--- src/design/cirq_regs.svh ---
// register offsets, widths and constant values of the channel interrupt block
`ifndef CIRQ_REGS_SVH
`define CIRQ_REGS_SVH
`define CIRQ_ADDR_W 8
`define CIRQ_DATA_W 8
`define CIRQ_NUM_CH 12
`define CIRQ_HALF_CH 6
`define CIRQ_REGS_PER_CH 10
`define CIRQ_NUM_CH_REGS 120
`define CIRQ_OFF_GATE_LO 8'h60
`define CIRQ_OFF_SUM_LO 8'h61
`define CIRQ_OFF_PART_ID 8'h6E
`define CIRQ_OFF_REVISION 8'h6F
`define CIRQ_OFF_GATE_HI 8'hE0
`define CIRQ_OFF_SUM_HI 8'hE1
`define CIRQ_SRC_STATUS_LO 4'h2
`define CIRQ_UPPER_BANK_BIT 7
`define CIRQ_GATE_RST 6'h00
`define CIRQ_RSVD_ZERO 2'h0
`define CIRQ_REV_UPPER 4'h0
// identity value, arbitrary
`define CIRQ_PART_ID 8'h5A
// silicon revision digit, arbitrary
`define CIRQ_REV_LOWER 4'h3
`endif

--- src/design/cirq_pkg.sv ---
// types shared by the channel interrupt block
`include "cirq_regs.svh"
package cirq_pkg;
    typedef logic [`CIRQ_NUM_CH-1:0] cirq_chvec_t;
    typedef logic [6:0] cirq_cell_t;
    typedef logic [`CIRQ_DATA_W-1:0] cirq_byte_t;
    typedef enum logic [1:0] {
        CIRQ_IDLE = 2'b00,
        CIRQ_RD = 2'b01,
        CIRQ_WR = 2'b10
    } cirq_acc_e;
endpackage

--- src/design/cirq_src_if.sv ---
// carrier between summary logic and the per-channel pending tracker
`timescale 1ns/1ps
`default_nettype none
`include "cirq_regs.svh"
interface cirq_src_if;
    logic [`CIRQ_NUM_CH-1:0] event_set;
    logic [`CIRQ_NUM_CH-1:0] src_read;
    logic [`CIRQ_NUM_CH-1:0] pending;
    modport tracker (input event_set, input src_read, output pending);
    modport user (output event_set, output src_read, input pending);
endinterface
`default_nettype wire

--- src/design/cirq_pending.sv ---
// channel interrupt summary, identity and per-channel register block, with its pending tracker
`timescale 1ns/1ps
`default_nettype none
`include "cirq_regs.svh"
// How it works
// - status bit set while channel interrupt pending
// - upper byte carries channels six to eleven
// - status held until source status read
// - status bits ignore host writes
// - part identification byte is constant
// - revision upper nibble zero, lower digit
// - ten registers for each of twelve channels
// - cleared channel gate blocks host interrupt

module cirq_top
    import cirq_pkg::*;
(
    input wire logic clk_sys_i, // system clock
    input wire logic srst_i, // sync reset, active high
    input wire logic [`CIRQ_ADDR_W-1:0] addr_i, // register address
    input wire logic [`CIRQ_DATA_W-1:0] wdata_i, // write data
    input wire logic wr_i, // write strobe, one cycle
    input wire logic rd_i, // read strobe, one cycle
    input wire logic [`CIRQ_NUM_CH-1:0] chan_event_i, // per-channel interrupt events
    output logic [`CIRQ_DATA_W-1:0] rdata_o, // read data
    output logic rvalid_o, // read data valid
    output logic irq_o // host interrupt, active high
);

    // ****************************************
    // state and wiring
    // ****************************************
    cirq_src_if sif();
    cirq_acc_e acc;
    cirq_chvec_t pend;
    cirq_chvec_t gate_r;
    cirq_byte_t rd_mux;
    cirq_byte_t rdata_r;
    logic rvalid_r;
    logic irq_r;
    logic src_hit;
    // cells only stored here; line logic elsewhere consumes them
    cirq_byte_t cell_r [0:`CIRQ_NUM_CH_REGS-1];

    // ****************************************
    // address decode helpers
    // ****************************************

    // channel number of a per-channel address, both banks
    function automatic logic [3:0] chan_of(input logic [7:0] a);
        if (a[`CIRQ_UPPER_BANK_BIT]) begin
            chan_of = a[7:4] - 4'h2;
        end else begin
            chan_of = a[7:4];
        end
    endfunction

    // true for the ten per-channel offsets of each channel row
    function automatic logic is_chan_reg(input logic [7:0] a);
        logic hi_ok;
        logic lo_ok;
        // both banks share rows 0..5 in bits 6:4
        hi_ok = (a[6:4] <= 3'h5);
        lo_ok = ((a[3:0] >= 4'h1) && (a[3:0] <= 4'h7)) || ((a[3:0] >= 4'hA) && (a[3:0] <= 4'hC));
        is_chan_reg = hi_ok && lo_ok;
    endfunction

    // slot 0..9 inside a channel row; the gap at 8 and 9 is skipped
    function automatic logic [3:0] slot_of(input logic [7:0] a);
        if (a[3:0] <= 4'h7) begin
            slot_of = a[3:0] - 4'h1;
        end else begin
            slot_of = a[3:0] - 4'h3;
        end
    endfunction

    // flat cell index, channel major
    function automatic cirq_cell_t cell_of(input logic [7:0] a);
        cell_of = cirq_cell_t'(chan_of(a)) * cirq_cell_t'(`CIRQ_REGS_PER_CH) + cirq_cell_t'(slot_of(a));
    endfunction

    // ****************************************
    // access decode
    // ****************************************

    // read wins if the host strobes both
    always_comb begin
        if (rd_i) begin
            acc = CIRQ_RD;
        end else if (wr_i) begin
            acc = CIRQ_WR;
        end else begin
            acc = CIRQ_IDLE;
        end
    end

    assign src_hit = (acc == CIRQ_RD) && is_chan_reg(addr_i) && (addr_i[3:0] == `CIRQ_SRC_STATUS_LO);

    // ****************************************
    // pending tracker
    // ****************************************

    // source status read releases the channel
    always_comb begin
        sif.src_read = '0;
        if (src_hit) begin
            sif.src_read[chan_of(addr_i)] = 1'b1;
        end
    end

    // line events feed the sticky tracker
    assign sif.event_set = chan_event_i;
    assign pend = sif.pending;

    cirq_pending u_pend (
        .clk_sys_i(clk_sys_i),
        .srst_i(srst_i),
        .src(sif)
    );

    // ****************************************
    // channel master gates
    // ****************************************

    // one gate bit per channel, both banks
    // summary offsets are not decoded for writes
    always_ff @(posedge clk_sys_i) begin
        if (srst_i) begin
            gate_r <= {`CIRQ_GATE_RST, `CIRQ_GATE_RST};
        end else if (acc == CIRQ_WR) begin
            if (addr_i == `CIRQ_OFF_GATE_LO) begin
                gate_r[5:0] <= wdata_i[5:0];
            end
            if (addr_i == `CIRQ_OFF_GATE_HI) begin
                gate_r[11:6] <= wdata_i[5:0];
            end
        end
    end

    // ****************************************
    // per-channel cells
    // ****************************************

    // ten cells per channel, twelve channels
    always_ff @(posedge clk_sys_i) begin
        if ((acc == CIRQ_WR) && is_chan_reg(addr_i)) begin
            cell_r[cell_of(addr_i)] <= wdata_i;
        end
    end

    // ****************************************
    // read path
    // ****************************************

    always_comb begin
        case (addr_i)
            `CIRQ_OFF_GATE_LO: rd_mux = {`CIRQ_RSVD_ZERO, gate_r[5:0]};
            `CIRQ_OFF_GATE_HI: rd_mux = {`CIRQ_RSVD_ZERO, gate_r[11:6]};
            // lower bank 0..5, upper bank 6..11
            `CIRQ_OFF_SUM_LO: rd_mux = {`CIRQ_RSVD_ZERO, pend[5:0]};
            `CIRQ_OFF_SUM_HI: rd_mux = {`CIRQ_RSVD_ZERO, pend[11:6]};
            `CIRQ_OFF_PART_ID: rd_mux = `CIRQ_PART_ID;
            // upper nibble zero, revision digit below
            `CIRQ_OFF_REVISION: rd_mux = {`CIRQ_REV_UPPER, `CIRQ_REV_LOWER};
            default: begin
                if (is_chan_reg(addr_i)) begin
                    rd_mux = cell_r[cell_of(addr_i)];
                end else begin
                    rd_mux = 8'h00;
                end
            end
        endcase
    end

    // data answered one cycle after the strobe, held until the next read
    always_ff @(posedge clk_sys_i) begin
        if (srst_i) begin
            rdata_r <= 8'h00;
        end else if (acc == CIRQ_RD) begin
            rdata_r <= rd_mux;
        end
    end

    always_ff @(posedge clk_sys_i) begin
        if (srst_i) begin
            rvalid_r <= 1'b0;
        end else begin
            rvalid_r <= (acc == CIRQ_RD);
        end
    end

    // ****************************************
    // host interrupt
    // ****************************************

    // registered so the pin never glitches
    always_ff @(posedge clk_sys_i) begin
        if (srst_i) begin
            irq_r <= 1'b0;
        end else begin
            irq_r <= |(pend & gate_r);
        end
    end

    assign rdata_o = rdata_r;
    assign rvalid_o = rvalid_r;
    assign irq_o = irq_r;
endmodule

module cirq_pending
    import cirq_pkg::*;
(
    input wire logic clk_sys_i, // system clock
    input wire logic srst_i, // sync reset
    cirq_src_if.tracker src // events and clears
);
    cirq_chvec_t pend_r;

    // set beats clear so an event during the read is kept
    always_ff @(posedge clk_sys_i) begin
        if (srst_i) begin
            pend_r <= '0;
        end else begin
            pend_r <= src.event_set | (pend_r & ~src.src_read);
        end
    end
    assign src.pending = pend_r;
endmodule
`default_nettype wire

--- config.mk ---
export PLATFORM = sky130hd
export DESIGN_NAME = cirq_top
export DESIGN_NICKNAME = d
export VERILOG_FILES = /design/src/design/cirq_pkg.sv /design/src/design/cirq_src_if.sv /design/src/design/cirq_pending.sv
export VERILOG_INCLUDE_DIRS = /design/src /design/src/design
export SDC_FILE = /design/constraint.sdc
export NUM_CORES = 1
export LEC_CHECK = 0
export BUFFER_PORTS_ARGS = -buffer_cell sky130_fd_sc_hd__buf_2
export CAP_MARGIN = 20
export CORE_MARGIN = 2
export CORE_UTILIZATION = 60
export CTS_CLUSTER_DIAMETER = 80
export DETAILED_ROUTE_END_ITERATION = 10
export GPL_TIMING_DRIVEN = 0
export PLACE_DENSITY_LB_ADDON = 0.2
export SLEW_MARGIN = 20
export SYNTH_ARGS = -nofsm -noshare
export SYNTH_HDL_FRONTEND = slang
export SYNTH_SLANG_ARGS = --single-unit
--- constraint.sdc ---
create_clock -name clk_sys_i -period 5.8 [get_ports clk_sys_i]
set_clock_uncertainty 0.2 [all_clocks]
set_input_delay 1.16 -clock clk_sys_i [delete_from_list [all_inputs] [get_ports clk_sys_i]]
set_output_delay 1.16 -clock clk_sys_i [all_outputs]
set_load 0.02 [all_outputs]
Word level (Yosys, flattened, before mapping) --
Memories as Yosys holds them, arrays and structs flattened. Index checks and enable logic that the tools add are counted.
Word-level totals: output and inout port bits 10, memories 1, register bits after elaboration 34, bits in writable memories 960
Operators by class: order comparisons 7, equality and inequality tests 9, add/sub/neg operators 5, multiplexer cells 18, bitwise operators 4, reduce and logical (&&, ||, !) cells 12, multiply operators 2
Memories:
- cell_r | depth 120, width 8, read ports 1, clocked after memory_dff 0, wr ports 1, line cirq_pending.sv:43 | cirq_byte_t cell_r [0:`CIRQ_NUM_CH_REGS-1];
Operators with widths (number):
- one-hot mux 8 bit (6 select lines) | 1
- two-way mux 4 bit | 9
- equality test 8 x 7 -> 1 bit (second input constant) | 4
- bitwise AND 12 bit | 2
- equality test 8 bit (second input constant) | 2
- adder 7 x 4 -> 7 bit | 2
- multiplier 4 x 3 -> 6 bit (second input constant) | 2
- two-way mux 12 bit | 1
- inverter 12 bit | 1
- OR 12 bit | 1
- OR reduction 12 bit | 1
- greater-or-equal comparator 4 x 1 -> 1 bit (second input constant) | 2
- two-way mux 8 bit | 1
- subtractor 4 x 2 -> 4 bit (second input constant) | 2
- logical AND 1 bit | 7
- OR reduction 6 bit | 1
- < comparator 4 x 5 -> 1 bit (second input constant) | 1
- demux 1 bit (select 4 bit) | 1
- equality test 4 x 2 -> 1 bit (second input constant) | 1
- greater-or-equal comparator 4 bit (second input constant) | 1
- <= comparator 4 x 3 -> 1 bit (second input constant) | 1
- <= comparator 4 bit (second input constant) | 1
- two-way mux 2 bit | 2
- AND reduction 2 bit | 2
- other kinds (6) | 8

Logic depth before layout (Yosys ltp) --
Gate-level depths: netlist (run 1).
depth in word-level cells 15, mapped depth 18, mapped depth without buffers 13

By module --
Synthesis (run 1) repeated with hierarchy kept, for this count alone.
Second synthesis, totals: cells, all modules 2067, area total of the unflattened synthesis 39775.6 sq um
Modules (own cells, without submodules):
- cirq_top | area an instance 39306.4 sq um, cells an instance 2018, sequential area each 29268.1 sq um, instances 1
- cirq_pending | area an instance 469.2 sq um, cells an instance 49, sequential area each 240.2 sq um, instances 1

Worst setup path before layout (run 1) --
Ideal clock, no wire load.
path kind input to register, from input addr_i[0], to memory cell_r[46][0] (netlist name) (enable), required time 5.229 ns, buffers on the path 7, slack 0.508 ns, setup time 0.371 ns, stages 15, data arrival time 4.721 ns, cells stage by stage buf_2 -> buf_4 -> inv_1 -> ha_1 -> xnor2_1 -> ha_1 -> fa_1 -> buf_4 -> and2_1 -> clkbuf_1 -> clkbuf_1 -> buf_1 -> nand2_1 -> clkbuf_1 -> nor2_1
Between the ends: word-level cells in the longest chain between the ends 7
Ends and longest elaborated chain:
- start, declared | line cirq_pending.sv:20 | input wire logic [`CIRQ_ADDR_W-1:0] addr_i,
- branches (longest 7 deep; another with adder 7 x 4 -> 7 bit)
- end, declared | line cirq_pending.sv:43
Parallel ways; which one is timed is not known. The select of a mux whose other input is x is not followed.

Worst setup path in the final report (run 1) --
from input addr_i[0], to register rdata_r[7], in the netlist rdata_o[7]
Between the ends: word-level cells in the longest chain between the ends 8
Ends and longest elaborated chain:
- subtractor 4 x 2 -> 4 bit, or another cell as far along | line cirq_pending.sv:73 | slot_of = a[3:0] - 4'h3;
- two-way mux 4 bit | line cirq_pending.sv:70 | if (a[3:0] <= 4'h7) begin
- two-way mux 4 bit | line cirq_pending.sv:166 | if (is_chan_reg(addr_i)) begin
- two-way mux 4 bit | line cirq_pending.sv:156 | case (addr_i)
- adder 7 x 4 -> 7 bit | line cirq_pending.sv:79 | cell_of = cirq_cell_t'(chan_of(a)) * cirq_cell_t'(`CIRQ_REGS_PER_CH) + cirq_cell_t'(slot_of(a));
- memory (120 x 8 bit)
- two-way mux 8 bit | line cirq_pending.sv:166
- one-hot mux 8 bit (6 select lines) (*) | line cirq_pending.sv:156
- end signal, assigned | line cirq_pending.sv:180 | rdata_r <= rd_mux;
- end, declared | line cirq_pending.sv:38 | cirq_byte_t rdata_r;
Mark *: on every way between the ends. The rest lies on a longest branch, timed or not. The select of a mux whose other input is x is not followed. A chain may end at the register's enable or synchronous reset.

==> results of run 1 <==
per-stage QoR:
| step | TNS, ns | utilization (%) | instance area [sq um] | hold slack [ns] | setup WS [ns] |
|---|---|---|---|---|---|
| after floorplan | 0 | - | 39530 | 0.2604 | 0.5081 |
| after CTS | -5.398 | 68.93 | 45160 | 0.2643 | -0.07011 |
| after global placement | -1980.09 | 62.28 | 40800 | 0.2561 | -2.872 |
| final | -3.929 | 69.74 | 45690 | 0.2654 | -0.1053 |
| after global routing | -6.828 | 69.74 | 45690 | 0.2928 | -0.1075 |
| after detailed placement | -1866.43 | 62.64 | 41030 | 0.2567 | -2.886 |
path summary, 6_finish.rpt:
kind / start / end / slack [ns] / cells past startpoint
setup / recovery: addr_i[0] / rdata_o[7] / -0.11 / 19
setup reg to reg: cell_r[14][6] / rdata_o[6] / 3.16 / 6
hold / removal: rdata_o[7] / rdata_o[7] / 0.27 / 2
hold reg to reg: rdata_o[7] / rdata_o[7] / 0.27 / 2
synth_stat cells (4+ instances only):
cell type    n
mux4_2     199
buf_2       46
buf_4       30
a221oi_1    43
nand3_1      8
a222oi_1     5
o22ai_1     25
edfxtp_1   960
a211oi_1     5
nor4_1       4
buf_6        4
a22oi_1     21
mux2i_1    144
o31ai_1      4
a21oi_1     20
nor3_1       8
inv_1       21
nand4_1      4
clkbuf_1    33
dfxtp_1     34
and3_1       8
a22o_1       6
mux2_2      19
a2111oi_0    4
xnor2_1      7
ha_1        13
o21ai_0     22
nand2_1     64
nor2b_1      6
nor2_1     203
kinds of logic (layout without fill, tap and decap cells):
family | Yosys count | in the layout | share of synthesized area, %
and+or+nand+nor | 335 | 335 | 3.713
adders and majority gates | 15 | 15 | 0.5128
DFF | 994 | 994 | 74.64
AOI/OAI and AO/OA | 187 | 187 | 3.526
xor gates and xnor gates | 11 | 11 | 0.2627
buffers and inverters | 138 | 378 | 1.817
other | 0 | 1 | 0
muxes | 362 | 362 | 15.52
sequential cells by signal, indices dropped and copies added (netlist names):
| name | count |
|---|---|
| cell_r | 960 |
| gate_r | 12 |
| u_pend.src.pending | 12 |
| rdata_o | 8 |
| irq_o | 1 |
| rvalid_o | 1 |
critical path, stage by stage:
cell      delay [ns]
buf_2           0.12
buf_4           0.26
buf_4           0.29
buf_4           0.32
buf_4           0.37
clkbuf_4        0.39
a21o_1          0.16
a22o_1          0.15
ha_1            0.22
buf_2           0.18
nand3_1         0.12
mux2i_1         0.10
nor2_1          0.32
clkbuf_2        0.45
clkbuf_2        0.47
o22ai_1         0.23
o21ai_0         0.40
nand4_1         0.29
a21oi_1         0.20
cells in the final DEF, fill, tap and decap left out, types with 6 or more instances in the layout:
| cell | instances |
|---|---|
| a21oi_1 | 20 |
| a221oi_1 | 40 |
| a22o_1 | 6 |
| a22oi_1 | 21 |
| and3_1 | 8 |
| buf_12 | 15 |
| buf_2 | 63 |
| buf_4 | 38 |
| buf_6 | 16 |
| buf_8 | 12 |
| bufinv_16 | 7 |
| clkbuf_1 | 35 |
| clkbuf_16 | 99 |
| clkbuf_4 | 7 |
| clkbuf_8 | 8 |
| clkinv_1 | 19 |
| clkinv_2 | 16 |
| clkinvlp_4 | 6 |
| dfxtp_1 | 34 |
| edfxtp_1 | 960 |
| ha_1 | 13 |
| inv_1 | 20 |
| mux2_2 | 19 |
| mux2i_1 | 136 |
| mux2i_2 | 7 |
| mux4_2 | 199 |
| nand2_1 | 48 |
| nand2_2 | 15 |
| nand3_1 | 7 |
| nor2_1 | 79 |
| nor2_2 | 27 |
| nor2_4 | 100 |
| nor3_1 | 8 |
| o21ai_0 | 18 |
| o21ai_1 | 6 |
| o22ai_1 | 24 |
| xnor2_1 | 6 |
power by group:
part / switching [mW] / internal, mW
clock network: 2.68 / 3.47
logic: 2.39 / 1.19
registers: 0.0256 / 7.92
total: 5.09 / 12.6
metal layers:
layer | share of wire, % | vias up | wire (microns) | global-route usage (%)
met3 | 14 | 347 | 17200 | 12.11
met5 | 0 | - | 0 | 0
met2 | 45 | 1968 | 54220 | 52.62
met1 | 35 | 11570 | 41690 | 48.11
met4 | 6.1 | 0 | 7319 | 18.49
li1 | - | 8664 | - | -
repair_timing:
action                     CTS  global route
hold buffers                 0             0
resized for setup          305            71
setup buffers                8            14
setup endpoints to repair  968           932
pin swaps                    6            13
layout make-up:
| cell class | instances | area, sq um | share of cell area, % |
|---|---|---|---|
| diodes | 1 | 2.502 | 0.005477 |
| plain buffers | 114 | 902.1 | 1.975 |
| clock buffers | 123 | 2587 | 5.663 |
| clock inverters | 52 | 457.9 | 1.002 |
| inverters | 22 | 86.33 | 0.1890 |
| multi-input cells | 910 | 10340 | 22.64 |
| flip-flops and latches | 994 | 29510 | 64.59 |
| well taps | 864 | 1081 | 2.366 |
| repair buffers | 67 | 716.9 | 1.569 |
==> impl_metrics.csv, run 1 <==
group,metric,value,unit
worst_hold_path,hp-class,"reg -> reg",
power_and_ir_drop,p_leak,14.56,nW
placement,dp.cells,2951,
die,die_y,260.7,microns
synth,synth_area_per_cell,19.36,sq um
timing,finalSetupViolations,124,
die,ioPinCount,42,
critical_path,end_kind,"flop",
clock_tree,clkSinkCount,994,
clock_tree,cts_tree,"yes",
timing,hold_violations,0,
cells_and_area,finalNonFillerCells,3147,
cells_and_area,fin_nets,2252,
routing,routed_via_density,7.165,
clock_tree,cts_made_buffers,96,
run,drv_cap,0,
timing,worstMarginPinSlew,1.126,ns
global_routing,grt_max_degree,91,
die,die_area,67950,sq um
routing,route.detailed.drc,0,
power_and_ir_drop,power,17.67,mW
power_and_ir_drop,power_density,386.7,nW/um^2
die,die_x,260.7,microns
synth,async_reset_ff_share,0,%
critical_path,arrival,6.28,ns
synth,syn_inst,2042,
global_routing,grt_pass1_vias,21643,
critical_path,worstSetupStartpointType,"input port",
die,core_area,65510,sq um
timing,max_clock_freq,0.1693,GHz
synth,synth_edf_count,960,
synth,yosysUniqueCellTypes,73,
clock_tree,clk_latency,0.66,ns
cells_and_area,fill_cells,3845,
routing,wl_per_cell,38.27,microns
timing,period_needed,5.905,ns
timing,max-slew-margin-rel,24.26,%
synth,yosys_warnings,0,
clock_tree,clkTransAtPathRegs,0.06,ns
synth,dominantRegCellSynth,"edfxtp_1",
timing,fin_crit_sh,101.8,%
routing,routed_wl,120.4,mm
power_and_ir_drop,ir_worst_vdd,0.0002492,V
global_routing,track_usage,35.79,%
clock_tree,cts.htree.levels,3,
critical_path,cp.required,6.17,ns
clock_tree,root_buffer,"clkbuf_16",
die,start_util,60.34,%
routing,drt_first_iter_violations,4052,
global_routing,grt_pass1_wl,164.4,mm
routing,final_antenna_net_count,0,
placement,dpl.hpwl,74.83,mm
global_routing,grt.overflow.total,0,
placement,gp_congestion,0.9486,
synth,yosysTopAreaCell,"edfxtp_1",
synth,ys_seq_area_share,74.64,%
routing,via_count,22549,
cells_and_area,drive_above_1_share,30.94,%
global_routing,antenna_found_initial,0,
outcome,outcome,"complete, but fails checks",
outcome,violations,"setup timing",
synth,synth_nets,2089,
synth,synth_area,39530,sq um
routing,drt_pre_antenna_iters,8,
critical_path,crit_fanout,10,
placement,io_buffers,37,
synth,synth_area_leaders,"edfxtp_1 73%, mux4_2 11%, mux2i_1 3.6%",
die,placement_rows,94,
timing,final_max_slew_viol_count,0,
synth,synth-seq-cells,994,
clock_tree,cts_max_path_buffers,3,
timing,grt_setup_unrepaired,"true",
synth,post-synth-top-area-fraction,72.92,%
cells_and_area,area_delta_synth_final,15.57,%
critical_path,worstSetupPathType,"in -> reg",
timing,setup_ws,-0.1053,ns
Note: power is estimated with default switching activity, not from simulation.
==> run 2, diff against run 1 <==
--- a/config.mk
+++ b/config.mk
@@ -9,10 +9,9 @@
 export BUFFER_PORTS_ARGS = -buffer_cell sky130_fd_sc_hd__buf_2
 export CAP_MARGIN = 20
 export CORE_MARGIN = 2
-export CORE_UTILIZATION = 60
+export CORE_UTILIZATION = 28
 export CTS_CLUSTER_DIAMETER = 80
 export DETAILED_ROUTE_END_ITERATION = 10
-export GPL_TIMING_DRIVEN = 0
 export PLACE_DENSITY_LB_ADDON = 0.2
 export SLEW_MARGIN = 20
 export SYNTH_ARGS = -nofsm -noshare
==> run 2 against run 1 <==
The flow now finishes without violations. Critical path type unchanged. Final cell count is 36% higher. Worst hold slack better by 0.046 ns. Register-to-register slack worse by 0.21 ns.
==> impl_metrics.csv, run 2 (synthesis results as in run 1) <==
group,metric,value,unit
timing,max_clock_freq,0.1877,GHz
placement,dpl.hpwl,67.98,mm
routing,final_antenna_net_count,0,
die,die_area,144200,sq um
critical_path,cp.required,6.23,ns
critical_path,crit_fanout,21,
routing,routed_via_density,4.802,
clock_tree,clkTransAtPathRegs,0.06,ns
die,ioPinCount,42,
routing,wl_met1,49.21,mm
timing,period_needed,5.329,ns
cells_and_area,layout_common_cells,"960 x edfxtp_1, 230 x buf_4, 202 x nor2_1",
clock_tree,clk_latency,0.72,ns
critical_path,path_cells,"buf_2, ha_1, nand2_1, o21ai_0, xnor2_1, fa_4, buf_12, and2_2, buf_4, a221oi_1, o22ai_1, a2111oi_0, buf_4, o311ai_1, a211oi_2",
power_and_ir_drop,p_leak,15.25,nW
clock_tree,cts_max_path_buffers,3,
critical_path,critPathBufInv,4,
global_routing,grt_pass1_vias,21267,
clock_tree,root_buffer,"clkbuf_16",
cells_and_area,fin_nets,2361,
cells_and_area,largest_register_ffs,960,
critical_path,worstSetupPathType,"in -> reg",
placement,io_buffers,41,
die,placement_rows,137,
critical_path,worstSetupStartpointType,"input port",
routing,wl_per_cell,25.51,microns
routing,wl_met3,5.462,mm
cells_and_area,layout_commonest_cell,"edfxtp_1",
routing,routed_wl,109.0,mm
routing,drt_pre_antenna_iters,5,
placement,dp.cells,4082,
power_and_ir_drop,power_density,376.3,nW/um^2
clock_tree,cts.htree.levels,3,
routing,route.detailed.drc,0,
die,core_area,139900,sq um
die,die_y,379.7,microns
run,drv_cap,0,
die,start_util,28.26,%
timing,worstMarginPinSlew,1.038,ns
timing,finalSetupViolations,0,
cells_and_area,fin_area,46900,sq um
timing,hold_violations,0,
cells_and_area,drive_above_1_share,27.81,%
cells_and_area,area_delta_synth_final,18.64,%
critical_path,arrival,5.75,ns
power_and_ir_drop,power,17.65,mW
routing,via_count,20522,
clock_tree,post_cts_resized,0,
timing,fin_crit_sh,91.88,%
worst_hold_path,hp-class,"reg -> reg",
timing,whs,0.3114,ns
global_routing,grt.overflow.total,0,
routing,highest_layer,"met5",
timing,grt_setup_unrepaired,"false",
critical_path,crit_slowest_cell,"fa_4",
cells_and_area,top_register,"cell_r",
routing,drt_first_iter_violations,1701,
cells_and_area,finalNonFillerCells,4274,
timing,max-slew-margin-rel,30.81,%
clock_tree,postCtsHoldBufs,0,
cells_and_area,diodes,0,
cells_and_area,final_util,33.53,%
clock_tree,clkSinkCount,994,
global_routing,track_usage,14.99,%
critical_path,cpMostUsedCell,"buf_4",
die,die_x,379.7,microns
placement,gp_congestion,0.8365,
critical_path,critPathMaxStageDelay,0.85,ns
global_routing,antenna_found_initial,3,
timing,final_max_slew_viol_count,0,
clock_tree,cts_setup_buffers,0,
outcome,outcome,"completed",
global_routing,grt_max_degree,100,
clock_tree,cts_tree,"yes",
routing,met2WireLength,51.88,mm
placement,placed_cell_area,43520,sq um
critical_path,path_delay_family,"compound AO/OA/AOI/OAI gates",
clock_tree,cts_made_buffers,106,
power_and_ir_drop,ir_worst_vdd,0.0002434,V
critical_path,end_kind,"flop",
global_routing,grt_pass1_wl,157.9,mm
==> run 2: metrics by stage <==
stage / setup slack (ns) / setup TNS, ns
floorplan: 0.5081 / 0
global placement: -0.1670 / -0.2773
detailed placement: -0.2577 / -0.2982
CTS: 0.4901 / 0
global route: 0.2890 / 0
finish: 0.4711 / 0
==> run 2: final timing paths <==
path	from	endpoint	slack, ns	cells past startpoint
max	addr_i[1]	rdata_o[4]	0.47	15
min	rdata_o[3]	rdata_o[3]	0.31	2
max reg2reg	cell_r[10][4]	rdata_o[4]	2.95	7
min reg2reg	rdata_o[3]	rdata_o[3]	0.31	2
==> run 2: cell type report <==
cell class / instances / area, sq um
Clock inverter: 60 / 634.4
Clock buffer: 132 / 2750
Sequential cell: 994 / 29510
Multi-Input combinational cell: 910 / 9336
Timing Repair Buffer: 280 / 2242
Tap cell: 1876 / 2347
Inverter: 22 / 82.58
Fill cell: 13313 / 92970
==> run 2: tightest hold or removal path: cells and delay by family (launching register included) <==
family | cells | cell delay (ns)
flip-flops | 1 | 0.31
AND/OR/NAND/NOR | 2 | 0.15
==> run 2: power by group <==
part | switching [mW] | internal [mW]
Sequential | 0.0311 | 7.92
Clock | 2.78 | 3.89
Combinational | 1.80 | 1.22
==> run 2: per-layer routing <==
| layer | GRT usage (%) | up-vias |
|---|---|---|
| met2 | 24.21 | 567 |
| met3 | 2.356 | 149 |
| met1 | 20.90 | 10929 |
| met4 | 4.299 | 2 |
| met5 | 0 | - |
| li1 | - | 8875 |
